[src/dpm_params.svh]
// constants of the drive protection monitor: offsets, resets, ranges, timing
`ifndef DPM_PARAMS_SVH
`define DPM_PARAMS_SVH

// ****************************************
// register offsets (byte addresses)
// ****************************************
`define DPM_REG_CTRL      8'h00
`define DPM_REG_OL_COEF   8'h04
`define DPM_REG_UV_LVL    8'h08
`define DPM_REG_OV_LVL    8'h0C
`define DPM_REG_DEC_VCOEF 8'h10
`define DPM_REG_CUR_LIM   8'h14
`define DPM_REG_ACC_COEF  8'h18
`define DPM_REG_CSP_COEF  8'h1C
`define DPM_REG_LD_TIME   8'h20
`define DPM_REG_LD_LVL    8'h24
`define DPM_REG_PA_LVL    8'h28
`define DPM_REG_PA_TIME   8'h2C
`define DPM_REG_STATUS    8'h30
`define DPM_REG_EFF_LIM   8'h34

// ****************************************
// control field positions
// ****************************************
`define DPM_CTRL_OLSEL_LSB 0
`define DPM_CTRL_UV_ACT    2
`define DPM_CTRL_WEAK      3
`define DPM_CTRL_VECTOR    4
`define DPM_CTRL_RST       16'h0001

// ****************************************
// reset values and ranges (overload coefficient and load-drop level in permille, other % in percent, times in 0.1 s)
// ****************************************
`define DPM_OL_COEF_RST  16'h03E8
`define DPM_OL_COEF_MIN  16'h00C8
`define DPM_OL_COEF_MAX  16'h04B0
`define DPM_UV_RST_220   16'h00C8
`define DPM_UV_RST_380   16'h015E
`define DPM_UV_MIN_220   16'h00B4
`define DPM_UV_MAX_220   16'h0118
`define DPM_UV_MIN_380   16'h014A
`define DPM_UV_MAX_380   16'h01E0
`define DPM_OV_RST_220   16'h0172
`define DPM_OV_RST_380   16'h0294
`define DPM_OV_MIN_220   16'h015E
`define DPM_OV_MAX_220   16'h0186
`define DPM_OV_MIN_380   16'h0226
`define DPM_OV_MAX_380   16'h030C
`define DPM_COEF_MAX     16'h0064
`define DPM_COEF_MIN     16'h0000
`define DPM_VCOEF_RST    16'h0032
`define DPM_CLIM_MIN     16'h0050
`define DPM_CLIM_MAX     16'h00C8
`define DPM_HEAVY_RST    16'h00A0
`define DPM_LIGHT_RST    16'h0078
`define DPM_PA_MIN       16'h0014
`define DPM_CSP_RST      16'h0028
`define DPM_CSP_MAX      16'h1388
`define DPM_CSP_MANUAL   16'h0064
`define DPM_LD_TIME_RST  16'h0032
`define DPM_LD_TIME_MIN  16'h0001
`define DPM_LD_TIME_MAX  16'h0258
`define DPM_LD_LVL_MAX   16'h03E8
`define DPM_PA_TIME_RST  16'h0064
`define DPM_PA_TIME_MAX  16'h0BB8
`define DPM_PCT_TO_PM    16'h000A

// ****************************************
// frequencies (0.01 Hz), thermal model, codes, timing
// ****************************************
`define DPM_F_LOWSPD     16'h0BB8
`define DPM_F_WEAK       16'h1388
`define DPM_OL_COOL      32'h0000000A
`define DPM_WARN_PREALM  8'h09
`define DPM_WARN_NONE    8'h00
`define DPM_TICK_NS      100000000
`define DPM_CLK_NS       10

`endif

[src/dpm_pkg.sv]
// types shared by the drive protection monitor
`default_nettype none
package dpm_pkg;
  typedef enum logic [1:0] {
    DPM_OL_OFF  = 2'h0,
    DPM_OL_STD  = 2'h1,
    DPM_OL_FLAT = 2'h2,
    DPM_OL_INV  = 2'h3
  } dpm_ol_sel_type;
endpackage : dpm_pkg
`default_nettype wire

[src/dpm_monitor.sv]
// drive protection monitor: overload, bus voltage, current limit, load drop, pre-alarm
//
// Notes on behaviour
// - selection 2: thermal curve, no low-speed derating
// - selection 0 off; 1 derates below 30Hz
// - overload threshold scaled by 20-120% coefficient
// - undervoltage action 0 ignores, 1 faults
// - undervoltage level per voltage class range
// - overvoltage limit level starts stall protection
// - deceleration voltage coefficient 0-100, 0 disables
// - current limit 80-200% of drive rating
// - ordinary mode limits accel+constant; vector accel
// - weak-field selection 1 converts above 50Hz
// - acceleration limit coefficient 0-100, 0 disables
// - constant speed: 0-100 auto, above manual rate
// - load drop after current low beyond time
// - load-drop level 0-100%, zero disables
// - pre-alarm threshold 20-200% of drive rating
// - pre-alarm after continuous excess for delay
// - pre-alarm shows warning code on display
//
// Design decisions made here: strobed register access and the address map.
`include "dpm_params.svh"
`default_nettype none
module dpm_monitor
  import dpm_pkg::*;
#(
  parameter bit          VOLT_380    = 1'b0,
  parameter bit          HEAVY_DUTY  = 1'b1,
  parameter int          TICK_CYCLES = `DPM_TICK_NS / `DPM_CLK_NS,
  parameter logic [31:0] OL_HEAT_LIM = 32'h0000EA60
) (
  // clock and reset
  input  wire logic        core_clk,
  input  wire logic        sys_rst,
  // register port
  input  wire logic [7:0]  reg_addr,
  input  wire logic [31:0] reg_wdata,
  input  wire logic        reg_wr,
  input  wire logic        reg_rd,
  output logic      [31:0] reg_rdata,
  // measurements, same clock domain
  input  wire logic [15:0] out_cur_pm,
  input  wire logic [15:0] bus_volt,
  input  wire logic [15:0] out_freq,
  input  wire logic        run_accel,
  input  wire logic        run_const,
  input  wire logic        run_decel,
  // fault, alarm and limiting requests
  output logic             motor_ol_fault,
  output logic             uv_fault,
  output logic             ov_stall_req,
  output logic      [15:0] ov_stall_gain,
  output logic             cur_lim_req,
  output logic      [15:0] cur_lim_gain,
  output logic             cur_lim_auto,
  output logic      [15:0] cur_lim_rate,
  output logic      [15:0] cur_lim_level,
  output logic             load_drop,
  output logic             prealarm,
  output logic      [7:0]  warn_code
);
  // ****************************************
  // variant dependent reset values and ranges
  // ****************************************
  localparam logic [15:0] UV_RST  = VOLT_380 ? `DPM_UV_RST_380 : `DPM_UV_RST_220;
  localparam logic [15:0] UV_MIN  = VOLT_380 ? `DPM_UV_MIN_380 : `DPM_UV_MIN_220;
  localparam logic [15:0] UV_MAX  = VOLT_380 ? `DPM_UV_MAX_380 : `DPM_UV_MAX_220;
  localparam logic [15:0] OV_RST  = VOLT_380 ? `DPM_OV_RST_380 : `DPM_OV_RST_220;
  localparam logic [15:0] OV_MIN  = VOLT_380 ? `DPM_OV_MIN_380 : `DPM_OV_MIN_220;
  localparam logic [15:0] OV_MAX  = VOLT_380 ? `DPM_OV_MAX_380 : `DPM_OV_MAX_220;
  localparam logic [15:0] LIM_RST = HEAVY_DUTY ? `DPM_HEAVY_RST : `DPM_LIGHT_RST;

  if (TICK_CYCLES < 2) begin : g_chk
    $error("dpm_monitor: TICK_CYCLES must be at least 2");
  end

  typedef struct packed {
    logic [15:0] ctrl;
    logic [15:0] ol_coef;
    logic [15:0] uv_lvl;
    logic [15:0] ov_lvl;
    logic [15:0] dec_vcoef;
    logic [15:0] cur_lim;
    logic [15:0] acc_coef;
    logic [15:0] csp_coef;
    logic [15:0] ld_time;
    logic [15:0] ld_lvl;
    logic [15:0] pa_lvl;
    logic [15:0] pa_time;
    logic [31:0] rdata;
    logic [31:0] heat;
    logic        ol_fault;
    logic        uv_fault;
    logic        ov_stall;
    logic [15:0] ov_gain;
    logic        cl_req;
    logic [15:0] cl_gain;
    logic        cl_auto;
    logic [15:0] cl_rate;
    logic [15:0] cl_level;
    logic        ldrop;
    logic        prealm;
    logic [7:0]  warn;
  } dpm_st_type;

  localparam dpm_st_type ST_RST = '{
    ctrl: `DPM_CTRL_RST, ol_coef: `DPM_OL_COEF_RST, uv_lvl: UV_RST, ov_lvl: OV_RST,
    dec_vcoef: `DPM_VCOEF_RST, cur_lim: LIM_RST, acc_coef: `DPM_VCOEF_RST,
    csp_coef: `DPM_CSP_RST, ld_time: `DPM_LD_TIME_RST, ld_lvl: 16'h0, pa_lvl: LIM_RST,
    pa_time: `DPM_PA_TIME_RST, rdata: 32'h0, heat: 32'h0, ol_fault: 1'b0,
    uv_fault: 1'b0, ov_stall: 1'b0, ov_gain: 16'h0, cl_req: 1'b0, cl_gain: 16'h0,
    cl_auto: 1'b0, cl_rate: 16'h0, cl_level: 16'h0, ldrop: 1'b0, prealm: 1'b0,
    warn: `DPM_WARN_NONE};

  dpm_st_type st_ff;
  dpm_st_type nxt_st;

  // ****************************************
  // helpers
  // ****************************************
  // out-of-range writes saturate instead of being dropped
  function automatic logic [15:0] dpm_clamp(input logic [31:0] v, input logic [15:0] lo,
                                            input logic [15:0] hi);
    if (v < 32'(lo)) begin
      return lo;
    end else if (v > 32'(hi)) begin
      return hi;
    end
    return v[15:0];
  endfunction : dpm_clamp

  function automatic logic [15:0] dpm_pct_pm(input logic [15:0] pct);
    logic [31:0] p;
    p = 32'(pct) * 32'(`DPM_PCT_TO_PM);
    return p[15:0];
  endfunction : dpm_pct_pm

  // ****************************************
  // timing tick and qualification timers
  // ****************************************
  logic        tick;
  logic        ld_cond;
  logic        ld_done;
  logic        pa_cond;
  logic        pa_done;
  logic [15:0] pa_lvl_pm;

  dpm_tick_div #(
    .DIV (TICK_CYCLES)
  ) u_tick (
    .core_clk (core_clk),
    .sys_rst  (sys_rst),
    .tick     (tick)
  );

  assign ld_cond   = (st_ff.ld_lvl != 16'h0) && (out_cur_pm < st_ff.ld_lvl);
  assign pa_lvl_pm = dpm_pct_pm(st_ff.pa_lvl);
  assign pa_cond   = out_cur_pm > pa_lvl_pm;

  dpm_qual_timer u_ldrop (
    .core_clk (core_clk),
    .sys_rst  (sys_rst),
    .tick     (tick),
    .cond     (ld_cond),
    .limit    (st_ff.ld_time),
    .strict   (1'b1),
    .done     (ld_done)
  );

  dpm_qual_timer u_prealm (
    .core_clk (core_clk),
    .sys_rst  (sys_rst),
    .tick     (tick),
    .cond     (pa_cond),
    .limit    (st_ff.pa_time),
    .strict   (1'b0),
    .done     (pa_done)
  );

  // ****************************************
  // next state
  // ****************************************
  dpm_ol_sel_type ol_sel;
  logic [15:0]    ol_thr;
  logic [15:0]    lim_pm;
  logic [31:0]    weak_q;
  logic           cl_phase;
  logic [15:0]    cl_coef;

  always_comb begin
    nxt_st       = st_ff;
    ol_sel       = dpm_ol_sel_type'(st_ff.ctrl[`DPM_CTRL_OLSEL_LSB +: 2]);
    ol_thr       = st_ff.ol_coef;
    lim_pm       = dpm_pct_pm(st_ff.cur_lim);
    weak_q       = 32'h0;
    cl_phase     = 1'b0;
    cl_coef      = 16'h0;
    nxt_st.rdata = 32'h0;

    // register writes
    if (reg_wr) begin
      unique case (reg_addr)
        `DPM_REG_CTRL:      nxt_st.ctrl      = {11'h0, reg_wdata[4:0]};
        `DPM_REG_OL_COEF:   nxt_st.ol_coef   = dpm_clamp(reg_wdata, `DPM_OL_COEF_MIN,
                                                         `DPM_OL_COEF_MAX);
        `DPM_REG_UV_LVL:    nxt_st.uv_lvl    = dpm_clamp(reg_wdata, UV_MIN, UV_MAX);
        `DPM_REG_OV_LVL:    nxt_st.ov_lvl    = dpm_clamp(reg_wdata, OV_MIN, OV_MAX);
        `DPM_REG_DEC_VCOEF: nxt_st.dec_vcoef = dpm_clamp(reg_wdata, `DPM_COEF_MIN,
                                                         `DPM_COEF_MAX);
        `DPM_REG_CUR_LIM:   nxt_st.cur_lim   = dpm_clamp(reg_wdata, `DPM_CLIM_MIN,
                                                         `DPM_CLIM_MAX);
        `DPM_REG_ACC_COEF:  nxt_st.acc_coef  = dpm_clamp(reg_wdata, `DPM_COEF_MIN,
                                                         `DPM_COEF_MAX);
        `DPM_REG_CSP_COEF:  nxt_st.csp_coef  = dpm_clamp(reg_wdata, `DPM_COEF_MIN,
                                                         `DPM_CSP_MAX);
        `DPM_REG_LD_TIME:   nxt_st.ld_time   = dpm_clamp(reg_wdata, `DPM_LD_TIME_MIN,
                                                         `DPM_LD_TIME_MAX);
        `DPM_REG_LD_LVL:    nxt_st.ld_lvl    = dpm_clamp(reg_wdata, `DPM_COEF_MIN,
                                                         `DPM_LD_LVL_MAX);
        `DPM_REG_PA_LVL:    nxt_st.pa_lvl    = dpm_clamp(reg_wdata, `DPM_PA_MIN,
                                                         `DPM_CLIM_MAX);
        `DPM_REG_PA_TIME:   nxt_st.pa_time   = dpm_clamp(reg_wdata, `DPM_COEF_MIN,
                                                         `DPM_PA_TIME_MAX);
        default: ;
      endcase
    end

    // register reads, data valid in the following cycle only
    if (reg_rd) begin
      unique case (reg_addr)
        `DPM_REG_CTRL:      nxt_st.rdata = {16'h0, st_ff.ctrl};
        `DPM_REG_OL_COEF:   nxt_st.rdata = {16'h0, st_ff.ol_coef};
        `DPM_REG_UV_LVL:    nxt_st.rdata = {16'h0, st_ff.uv_lvl};
        `DPM_REG_OV_LVL:    nxt_st.rdata = {16'h0, st_ff.ov_lvl};
        `DPM_REG_DEC_VCOEF: nxt_st.rdata = {16'h0, st_ff.dec_vcoef};
        `DPM_REG_CUR_LIM:   nxt_st.rdata = {16'h0, st_ff.cur_lim};
        `DPM_REG_ACC_COEF:  nxt_st.rdata = {16'h0, st_ff.acc_coef};
        `DPM_REG_CSP_COEF:  nxt_st.rdata = {16'h0, st_ff.csp_coef};
        `DPM_REG_LD_TIME:   nxt_st.rdata = {16'h0, st_ff.ld_time};
        `DPM_REG_LD_LVL:    nxt_st.rdata = {16'h0, st_ff.ld_lvl};
        `DPM_REG_PA_LVL:    nxt_st.rdata = {16'h0, st_ff.pa_lvl};
        `DPM_REG_PA_TIME:   nxt_st.rdata = {16'h0, st_ff.pa_time};
        `DPM_REG_STATUS:    nxt_st.rdata = {23'h0, st_ff.prealm, st_ff.ldrop, st_ff.cl_auto,
                                            st_ff.cl_req, st_ff.ov_stall, st_ff.uv_fault,
                                            st_ff.ol_fault, st_ff.warn != `DPM_WARN_NONE,
                                            1'b0};
        `DPM_REG_EFF_LIM:   nxt_st.rdata = {16'h0, st_ff.cl_level};
        default:            nxt_st.rdata = 32'h0;
      endcase
    end

    // motor thermal overload; selection 1 derates by a quarter at low speed
    if (ol_sel == DPM_OL_STD && out_freq < `DPM_F_LOWSPD) begin
      ol_thr = st_ff.ol_coef - (st_ff.ol_coef >> 2);
    end
    if (ol_sel != DPM_OL_OFF) begin
      if (tick) begin
        if (out_cur_pm > ol_thr) begin
          nxt_st.heat = st_ff.heat + 32'(out_cur_pm - ol_thr);
        end else if (st_ff.heat > `DPM_OL_COOL) begin
          nxt_st.heat = st_ff.heat - `DPM_OL_COOL;
        end else begin
          nxt_st.heat = 32'h0;
        end
      end
      nxt_st.ol_fault = st_ff.ol_fault || (st_ff.heat >= OL_HEAT_LIM);
    end else begin
      nxt_st.heat     = 32'h0;
      nxt_st.ol_fault = 1'b0;
    end

    // bus voltage
    nxt_st.uv_fault = st_ff.ctrl[`DPM_CTRL_UV_ACT] && (bus_volt < st_ff.uv_lvl);
    nxt_st.ov_stall = run_decel && (st_ff.dec_vcoef != 16'h0)
                      && (bus_volt >= st_ff.ov_lvl);
    nxt_st.ov_gain  = st_ff.dec_vcoef;

    // current limit level, converted in the weak-field region
    if (st_ff.ctrl[`DPM_CTRL_WEAK] && out_freq > `DPM_F_WEAK) begin
      weak_q = (32'(lim_pm) * 32'(`DPM_F_WEAK)) / 32'(out_freq);
      lim_pm = weak_q[15:0];
    end
    nxt_st.cl_level = lim_pm;

    // which phase may limit and with which coefficient
    if (run_accel) begin
      cl_phase = st_ff.acc_coef != 16'h0;
      cl_coef  = st_ff.acc_coef;
    end else if (run_const && !st_ff.ctrl[`DPM_CTRL_VECTOR]) begin
      cl_phase = 1'b1;
      cl_coef  = st_ff.csp_coef;
    end
    nxt_st.cl_req  = cl_phase && (out_cur_pm >= lim_pm);
    nxt_st.cl_gain = cl_coef;
    // manual rate in 0.01 Hz/s: 101 gives one step
    nxt_st.cl_auto = run_const && (st_ff.csp_coef <= `DPM_CSP_MANUAL);
    nxt_st.cl_rate = (st_ff.csp_coef > `DPM_CSP_MANUAL) ?
                     (st_ff.csp_coef - `DPM_CSP_MANUAL) : 16'h0;

    // load drop and pre-alarm
    nxt_st.ldrop  = ld_done;
    nxt_st.prealm = pa_done;
    nxt_st.warn   = pa_done ? `DPM_WARN_PREALM : `DPM_WARN_NONE;
  end

  always_ff @(posedge core_clk or posedge sys_rst) begin
    if (sys_rst) begin
      st_ff <= ST_RST;
    end else begin
      st_ff <= nxt_st;
    end
  end

  // ****************************************
  // outputs
  // ****************************************
  assign reg_rdata      = st_ff.rdata;
  assign motor_ol_fault = st_ff.ol_fault;
  assign uv_fault       = st_ff.uv_fault;
  assign ov_stall_req   = st_ff.ov_stall;
  assign ov_stall_gain  = st_ff.ov_gain;
  assign cur_lim_req    = st_ff.cl_req;
  assign cur_lim_gain   = st_ff.cl_gain;
  assign cur_lim_auto   = st_ff.cl_auto;
  assign cur_lim_rate   = st_ff.cl_rate;
  assign cur_lim_level  = st_ff.cl_level;
  assign load_drop      = st_ff.ldrop;
  assign prealarm       = st_ff.prealm;
  assign warn_code      = st_ff.warn;

  // ****************************************
  // checks
  // ****************************************
  property p_ol_off;
    @(posedge core_clk) disable iff (sys_rst)
    (st_ff.ctrl[`DPM_CTRL_OLSEL_LSB +: 2] == 2'h0) |=> !motor_ol_fault;
  endproperty
  a_ol_off: assert property (p_ol_off) else $error("overload fault while disabled");

  property p_uv;
    @(posedge core_clk) disable iff (sys_rst)
    (st_ff.ctrl[`DPM_CTRL_UV_ACT] && bus_volt < st_ff.uv_lvl) |=> uv_fault;
  endproperty
  a_uv: assert property (p_uv) else $error("undervoltage not flagged");

  property p_uv_off;
    @(posedge core_clk) disable iff (sys_rst)
    !st_ff.ctrl[`DPM_CTRL_UV_ACT] |=> !uv_fault;
  endproperty
  a_uv_off: assert property (p_uv_off) else $error("undervoltage fault while suppressed");

  property p_ov_off;
    @(posedge core_clk) disable iff (sys_rst)
    (st_ff.dec_vcoef == 16'h0) |=> !ov_stall_req;
  endproperty
  a_ov_off: assert property (p_ov_off) else $error("stall with zero coefficient");

  property p_vec_const;
    @(posedge core_clk) disable iff (sys_rst)
    (st_ff.ctrl[`DPM_CTRL_VECTOR] && run_const && !run_accel) |=> !cur_lim_req;
  endproperty
  a_vec_const: assert property (p_vec_const) else $error("vector mode limited at constant");

  property p_acc_off;
    @(posedge core_clk) disable iff (sys_rst)
    (run_accel && st_ff.acc_coef == 16'h0) |=> !cur_lim_req;
  endproperty
  a_acc_off: assert property (p_acc_off) else $error("accel limit with zero coefficient");

  property p_weak;
    @(posedge core_clk) disable iff (sys_rst)
    (!st_ff.ctrl[`DPM_CTRL_WEAK]) |=> (cur_lim_level == $past(st_ff.cur_lim) * `DPM_PCT_TO_PM);
  endproperty
  a_weak: assert property (p_weak) else $error("limit level converted without weak field");

  property p_ld_recover;
    @(posedge core_clk) disable iff (sys_rst)
    (out_cur_pm >= st_ff.ld_lvl) |=> ##1 !load_drop;
  endproperty
  a_ld_recover: assert property (p_ld_recover) else $error("load drop held after recovery");

  property p_ld_off;
    @(posedge core_clk) disable iff (sys_rst)
    (st_ff.ld_lvl == 16'h0) [*2] |=> !load_drop;
  endproperty
  a_ld_off: assert property (p_ld_off) else $error("load drop while disabled");

  property p_warn;
    @(posedge core_clk) disable iff (sys_rst)
    prealarm |-> (warn_code == `DPM_WARN_PREALM);
  endproperty
  a_warn: assert property (p_warn) else $error("pre-alarm without warning code");

  property p_pa_cause;
    @(posedge core_clk) disable iff (sys_rst)
    $rose(prealarm) |-> $past(out_cur_pm) > $past(st_ff.pa_lvl) * `DPM_PCT_TO_PM;
  endproperty
  a_pa_cause: assert property (p_pa_cause) else $error("pre-alarm without overcurrent");
endmodule : dpm_monitor
`default_nettype wire

[src/dpm_qual_timer.sv]
// qualification timer: counts ticks while a condition holds
`default_nettype none
module dpm_qual_timer (
  // clock and reset
  input  wire logic        core_clk,
  input  wire logic        sys_rst,
  // timing
  input  wire logic        tick,
  input  wire logic        cond,
  input  wire logic [15:0] limit,
  input  wire logic        strict,
  // result
  output logic             done
);
  typedef struct packed {
    logic [15:0] cnt;
  } dpm_qt_st_type;

  dpm_qt_st_type st_ff;
  dpm_qt_st_type nxt_st;

  always_comb begin
    nxt_st = st_ff;
    if (!cond) begin
      nxt_st.cnt = 16'h0;
    end else if (tick && st_ff.cnt != 16'hFFFF) begin
      nxt_st.cnt = st_ff.cnt + 16'h1;
    end
  end

  always_ff @(posedge core_clk or posedge sys_rst) begin
    if (sys_rst) begin
      st_ff <= '0;
    end else begin
      st_ff <= nxt_st;
    end
  end

  // strict: must run past the limit, else reaching it is enough
  assign done = cond && (strict ? (st_ff.cnt > limit) : (st_ff.cnt >= limit));
endmodule : dpm_qual_timer
`default_nettype wire

[src/dpm_tick_div.sv]
// divider making the one-cycle 0.1 s timing tick
`default_nettype none
module dpm_tick_div #(
  parameter int DIV = 1000000
) (
  // clock and reset
  input  wire logic core_clk,
  input  wire logic sys_rst,
  // tick
  output logic      tick
);
  typedef struct packed {
    logic [31:0] cnt;
    logic        tick;
  } dpm_div_st_type;

  dpm_div_st_type st_ff;
  dpm_div_st_type nxt_st;

  if (DIV < 2) begin : g_chk
    $error("dpm_tick_div: DIV must be at least 2");
  end

  always_comb begin
    nxt_st      = st_ff;
    nxt_st.tick = 1'b0;
    if (st_ff.cnt == 32'(DIV - 1)) begin
      nxt_st.cnt  = 32'h0;
      nxt_st.tick = 1'b1;
    end else begin
      nxt_st.cnt = st_ff.cnt + 32'h1;
    end
  end

  always_ff @(posedge core_clk or posedge sys_rst) begin
    if (sys_rst) begin
      st_ff <= '0;
    end else begin
      st_ff <= nxt_st;
    end
  end

  assign tick = st_ff.tick;
endmodule : dpm_tick_div
`default_nettype wire
[config.mk]
export PLATFORM = sky130hd
export DESIGN_NAME = dpm_monitor
export DESIGN_NICKNAME = d
export VERILOG_FILES = /design/src/dpm_pkg.sv /design/src/dpm_monitor.sv /design/src/dpm_qual_timer.sv /design/src/dpm_tick_div.sv
export VERILOG_INCLUDE_DIRS = /design/src
export SDC_FILE = /design/constraint.sdc
export NUM_CORES = 2
export LEC_CHECK = 0
export BUFFER_PORTS_ARGS = -buffer_cell sky130_fd_sc_hd__buf_4
export CORE_MARGIN = 3
export CORE_UTILIZATION = 60
export CTS_BUF_LIST = sky130_fd_sc_hd__clkbuf_8
export CTS_CLUSTER_SIZE = 30
export DETAILED_ROUTE_END_ITERATION = 10
export GPL_TIMING_DRIVEN = 0
export PLACE_DENSITY = 0.78
export SYNTH_ARGS = -nofsm -noshare
export SYNTH_HDL_FRONTEND = slang
export SYNTH_HIERARCHICAL = 1
export SYNTH_SLANG_ARGS = --single-unit
[constraint.sdc]
create_clock -name core_clk -period 110.9 [get_ports core_clk]
set_clock_uncertainty 0.05 [all_clocks]
set_input_delay 22.18 -clock core_clk [delete_from_list [all_inputs] [get_ports core_clk]]
set_output_delay 22.18 -clock core_clk [all_outputs]
set_load 0.03 [all_outputs]
==> summary.md <==
| Metric | Value |
|---|---|
| DRC Markers | `0` |
| Largest net degree at the start of global routing | `135` |
| Synth warnings | `6` |
| Die W | `293 um` |
| DRT antenna net count | `0` |
| Via density | `6.47` |
| Nets | `7630` |
| Syn Area/Cell | `7.90 sq um` |
| GRT Overall Usage | `36.0%` |
| Clock transition at path regs | `80 ps` |
| Die area | `85800 sq um` |
| Number of synthesized register bits | `365` |
| Gpl congestion | `1.05` |
| Area grow syn2layout | `18.0%` |
| Ports | `206` |
| Most common cell after layout, fill and taps aside | `ha_1` |
| EDFF count, synth | `0` |
| Min Tclk post-route | `112650 ps` |
| Violation count after the first detailed-routing iteration | `4200` |
| Post-synthesis sequential area ratio | `18.6%` |
| Clk root buf | `clkbuf_8` |
| CP most frequent cell | `o21a_1` |
| Post-synthesis cell area | `49400 sq um` |
| Final WS setup | `-1750 ps` |
| Crit end category | `flop` |
| Cell types occupying the most area after synthesis | `ha_1 (17%), dfrtp_1 (17%), a21oi_1 (4.5%), nor2_1 (4.0%), nand2_1 (3.7%)` |
| Initial antenna violation count | `2` |
| Worst-skew pair later-pin latency | `650 ps` |
| Num CTS Buffers | `57` |
| Layout cells sized above 1 | `18.8%` |
| CTS H-tree lvls | `2` |
| Rel. slew slack | `3.90%` |
| Fill count | `6543` |
| Vias in the first global route | `47500` |
| Setup violators final | `1` |
| Die Y | `293 um` |
| Initial core utilization | `60.9%` |
| Final period utilization | `102%` |
| Worst Tran Pin Value | `1430 ps` |
| Worst path max stage delay | `540 ps` |
| Detailed-route via count | `51300` |
| Synth Flop Type | `dfrtp_1` |
| Slew Limit Fails | `0` |
| Unrepaired setup endpoints after global routing | `true` |
| Worst hold path type | `flop to flop` |
| Req. time, crit path | `111380 ps` |
| Crit Path Class | `primary input to flop` |
| Cts hold-fix bufs | `0` |
| Startpoint types | `primary input` |
| Grt total ovfl | `0` |
| Final Util | `71.9%` |
| Yosys cell types | `133` |
| Async SR Flop Fraction | `100%` |
| Failing checks | `negative setup slack` |
| Synthesized instance count | `6257` |
| CTS tree | `yes` |
| Total Wirelength | `166000 um` |
| Clock Path Buffers | `3` |
| Dpl hpwl | `126000 um` |
| Fmax | `8.88 MHz` |
| DRT Pass-1 Iters | `6` |
| Fin. Hold Viols | `0` |
| IO Port Bufs | `176` |
| # rows | `104` |
| Routed len/inst | `21.0 um` |
| First-pass GRT wire length | `253000 um` |
| Synth top area share | `17.3%` |
| Max stage delay cell, worst path | `or4_4` |
| Max-capacitance violation count | `0` |
| Status | `complete, but fails checks` |
| Area leader, netlist | `ha_1` |
| Most frequent cells in the layout | `ha_1 (654), buf_4 (578), nor2_1 (484), nand2_1 (478), inv_1 (386)` |
| Core area | `81100 sq um` |
| Worst-path fanout max | `10` |
| CP arrival | `113120 ps` |
| Sink Count | `365` |
sequential cells by signal, summed over array words and instances, names as in the netlist, 2 cells and up:
register,cells
reg_rdata,16
ov_stall_gain,16
cur_lim_level,16
cur_lim_rate,16
u_ldrop/st_ff,16
ol_sel,2
u_tick/st_ff,32
st_ff,195
nxt_st,16
u_prealm/st_ff,16
cur_lim_gain,16
final cells by class:
cell class	count	area (sq um)	area share (%)
inverters	387	1460	2.51
multi-input cells	5229	39200	67.3
clock inverters	37	299	0.513
diodes	2	5.00	0.00858
plain buffers	295	2060	3.52
clock buffers	71	977	1.68
well taps	1060	1330	2.27
flip-flops and latches	365	9180	15.7
repair inverters	1	5.00	0.00858
repair buffers	480	3770	6.46
through the flow:
step | setup TNS [ps] | cells | area, sq um | hold slack (ps) | setup WS, ps
final | -1750 | 7927 | 58300 | 396 | -1750
after global routing | -9980 | 7927 | 58300 | 410 | -5930
after CTS | -9490 | 7688 | 54900 | 389 | -5790
after detailed placement | -61140 | 7519 | 52400 | 381 | -18970
after global placement | -52190 | 7516 | 52300 | 380 | -17210
after floorplan | 0 | 6280 | 49700 | 337 | 21.6
synth_stat cells, types with 110 or more instances:
cell,n
nand2_1,492
a21o_1,145
nor2_1,524
inv_1,383
ha_1,683
nor3_1,265
a21oi_1,441
xnor2_1,181
xor2_1,121
buf_4,110
o21a_1,209
nand3_1,133
o21ai_0,304
dfrtp_1,332
clkbuf_1,154
cell families after synthesis:
family,count (synthesis),synth area share (%)
adders and majority gates,720,18.8
AOI/OAI and AO/OA,1891,26.2
other,2,0.0152
xor gates and xnor gates,303,5.40
and+or+nand+nor,2154,21.9
DFF,365,18.6
buffers and inverters,686,6.16
muxes,136,3.00
worst max-delay path, delay by kind of cell:
| kind | cells | cell delay, ps |
|---|---|---|
| AND/OR/NAND/NOR | 117 | 18040 |
| AO/OA/AOI/OAI | 272 | 53170 |
| buffers and inverters | 54 | 8120 |
| adder cells (fa/ha/maj) | 32 | 9180 |
| multiplexers | 7 | 2170 |
path summary, 6_finish.rpt:
kind | start | to | slack, ps | cells after the start
worst max-delay path | out_freq[12] | cur_lim_req$_DFF_PP0_ | -1750 | 482
worst min-delay path | nxt_st[73]$_DFFE_PP0P_ | ov_stall_gain[13]$_DFF_PP0_ | 400 | 0
worst max register to register | st_ff[240]$_DFFE_PP0P_ | cur_lim_req$_DFF_PP0_ | 13810 | 499
worst min register to register | nxt_st[73]$_DFFE_PP0P_ | ov_stall_gain[13]$_DFF_PP0_ | 400 | 0
max in group asynchronous | sys_rst | cur_lim_gain[0]$_DFF_PP0_ | 88210 | 3
min in group asynchronous | sys_rst | st_ff[251]$_DFFE_PP0P_ | 21590 | 2
layer usage:
layer	track usage, %	part of all wire, %
met2	59.7	46
met3	4.16	7.0
met1	47.3	42
met4	16.0	5.1
met5	0	0
repair_timing:
action | in CTS | in global routing
resized for setup | 191 | 400
pin swaps | 47 | 212
gates cloned | 1 | 8
buffers inserted | 62 | 227
setup endpoints to repair | 5 | 4
Power is left out: the tool's default activity adds up to more than one toggle a clock period on the data nets, which glitch-free logic cannot reach.
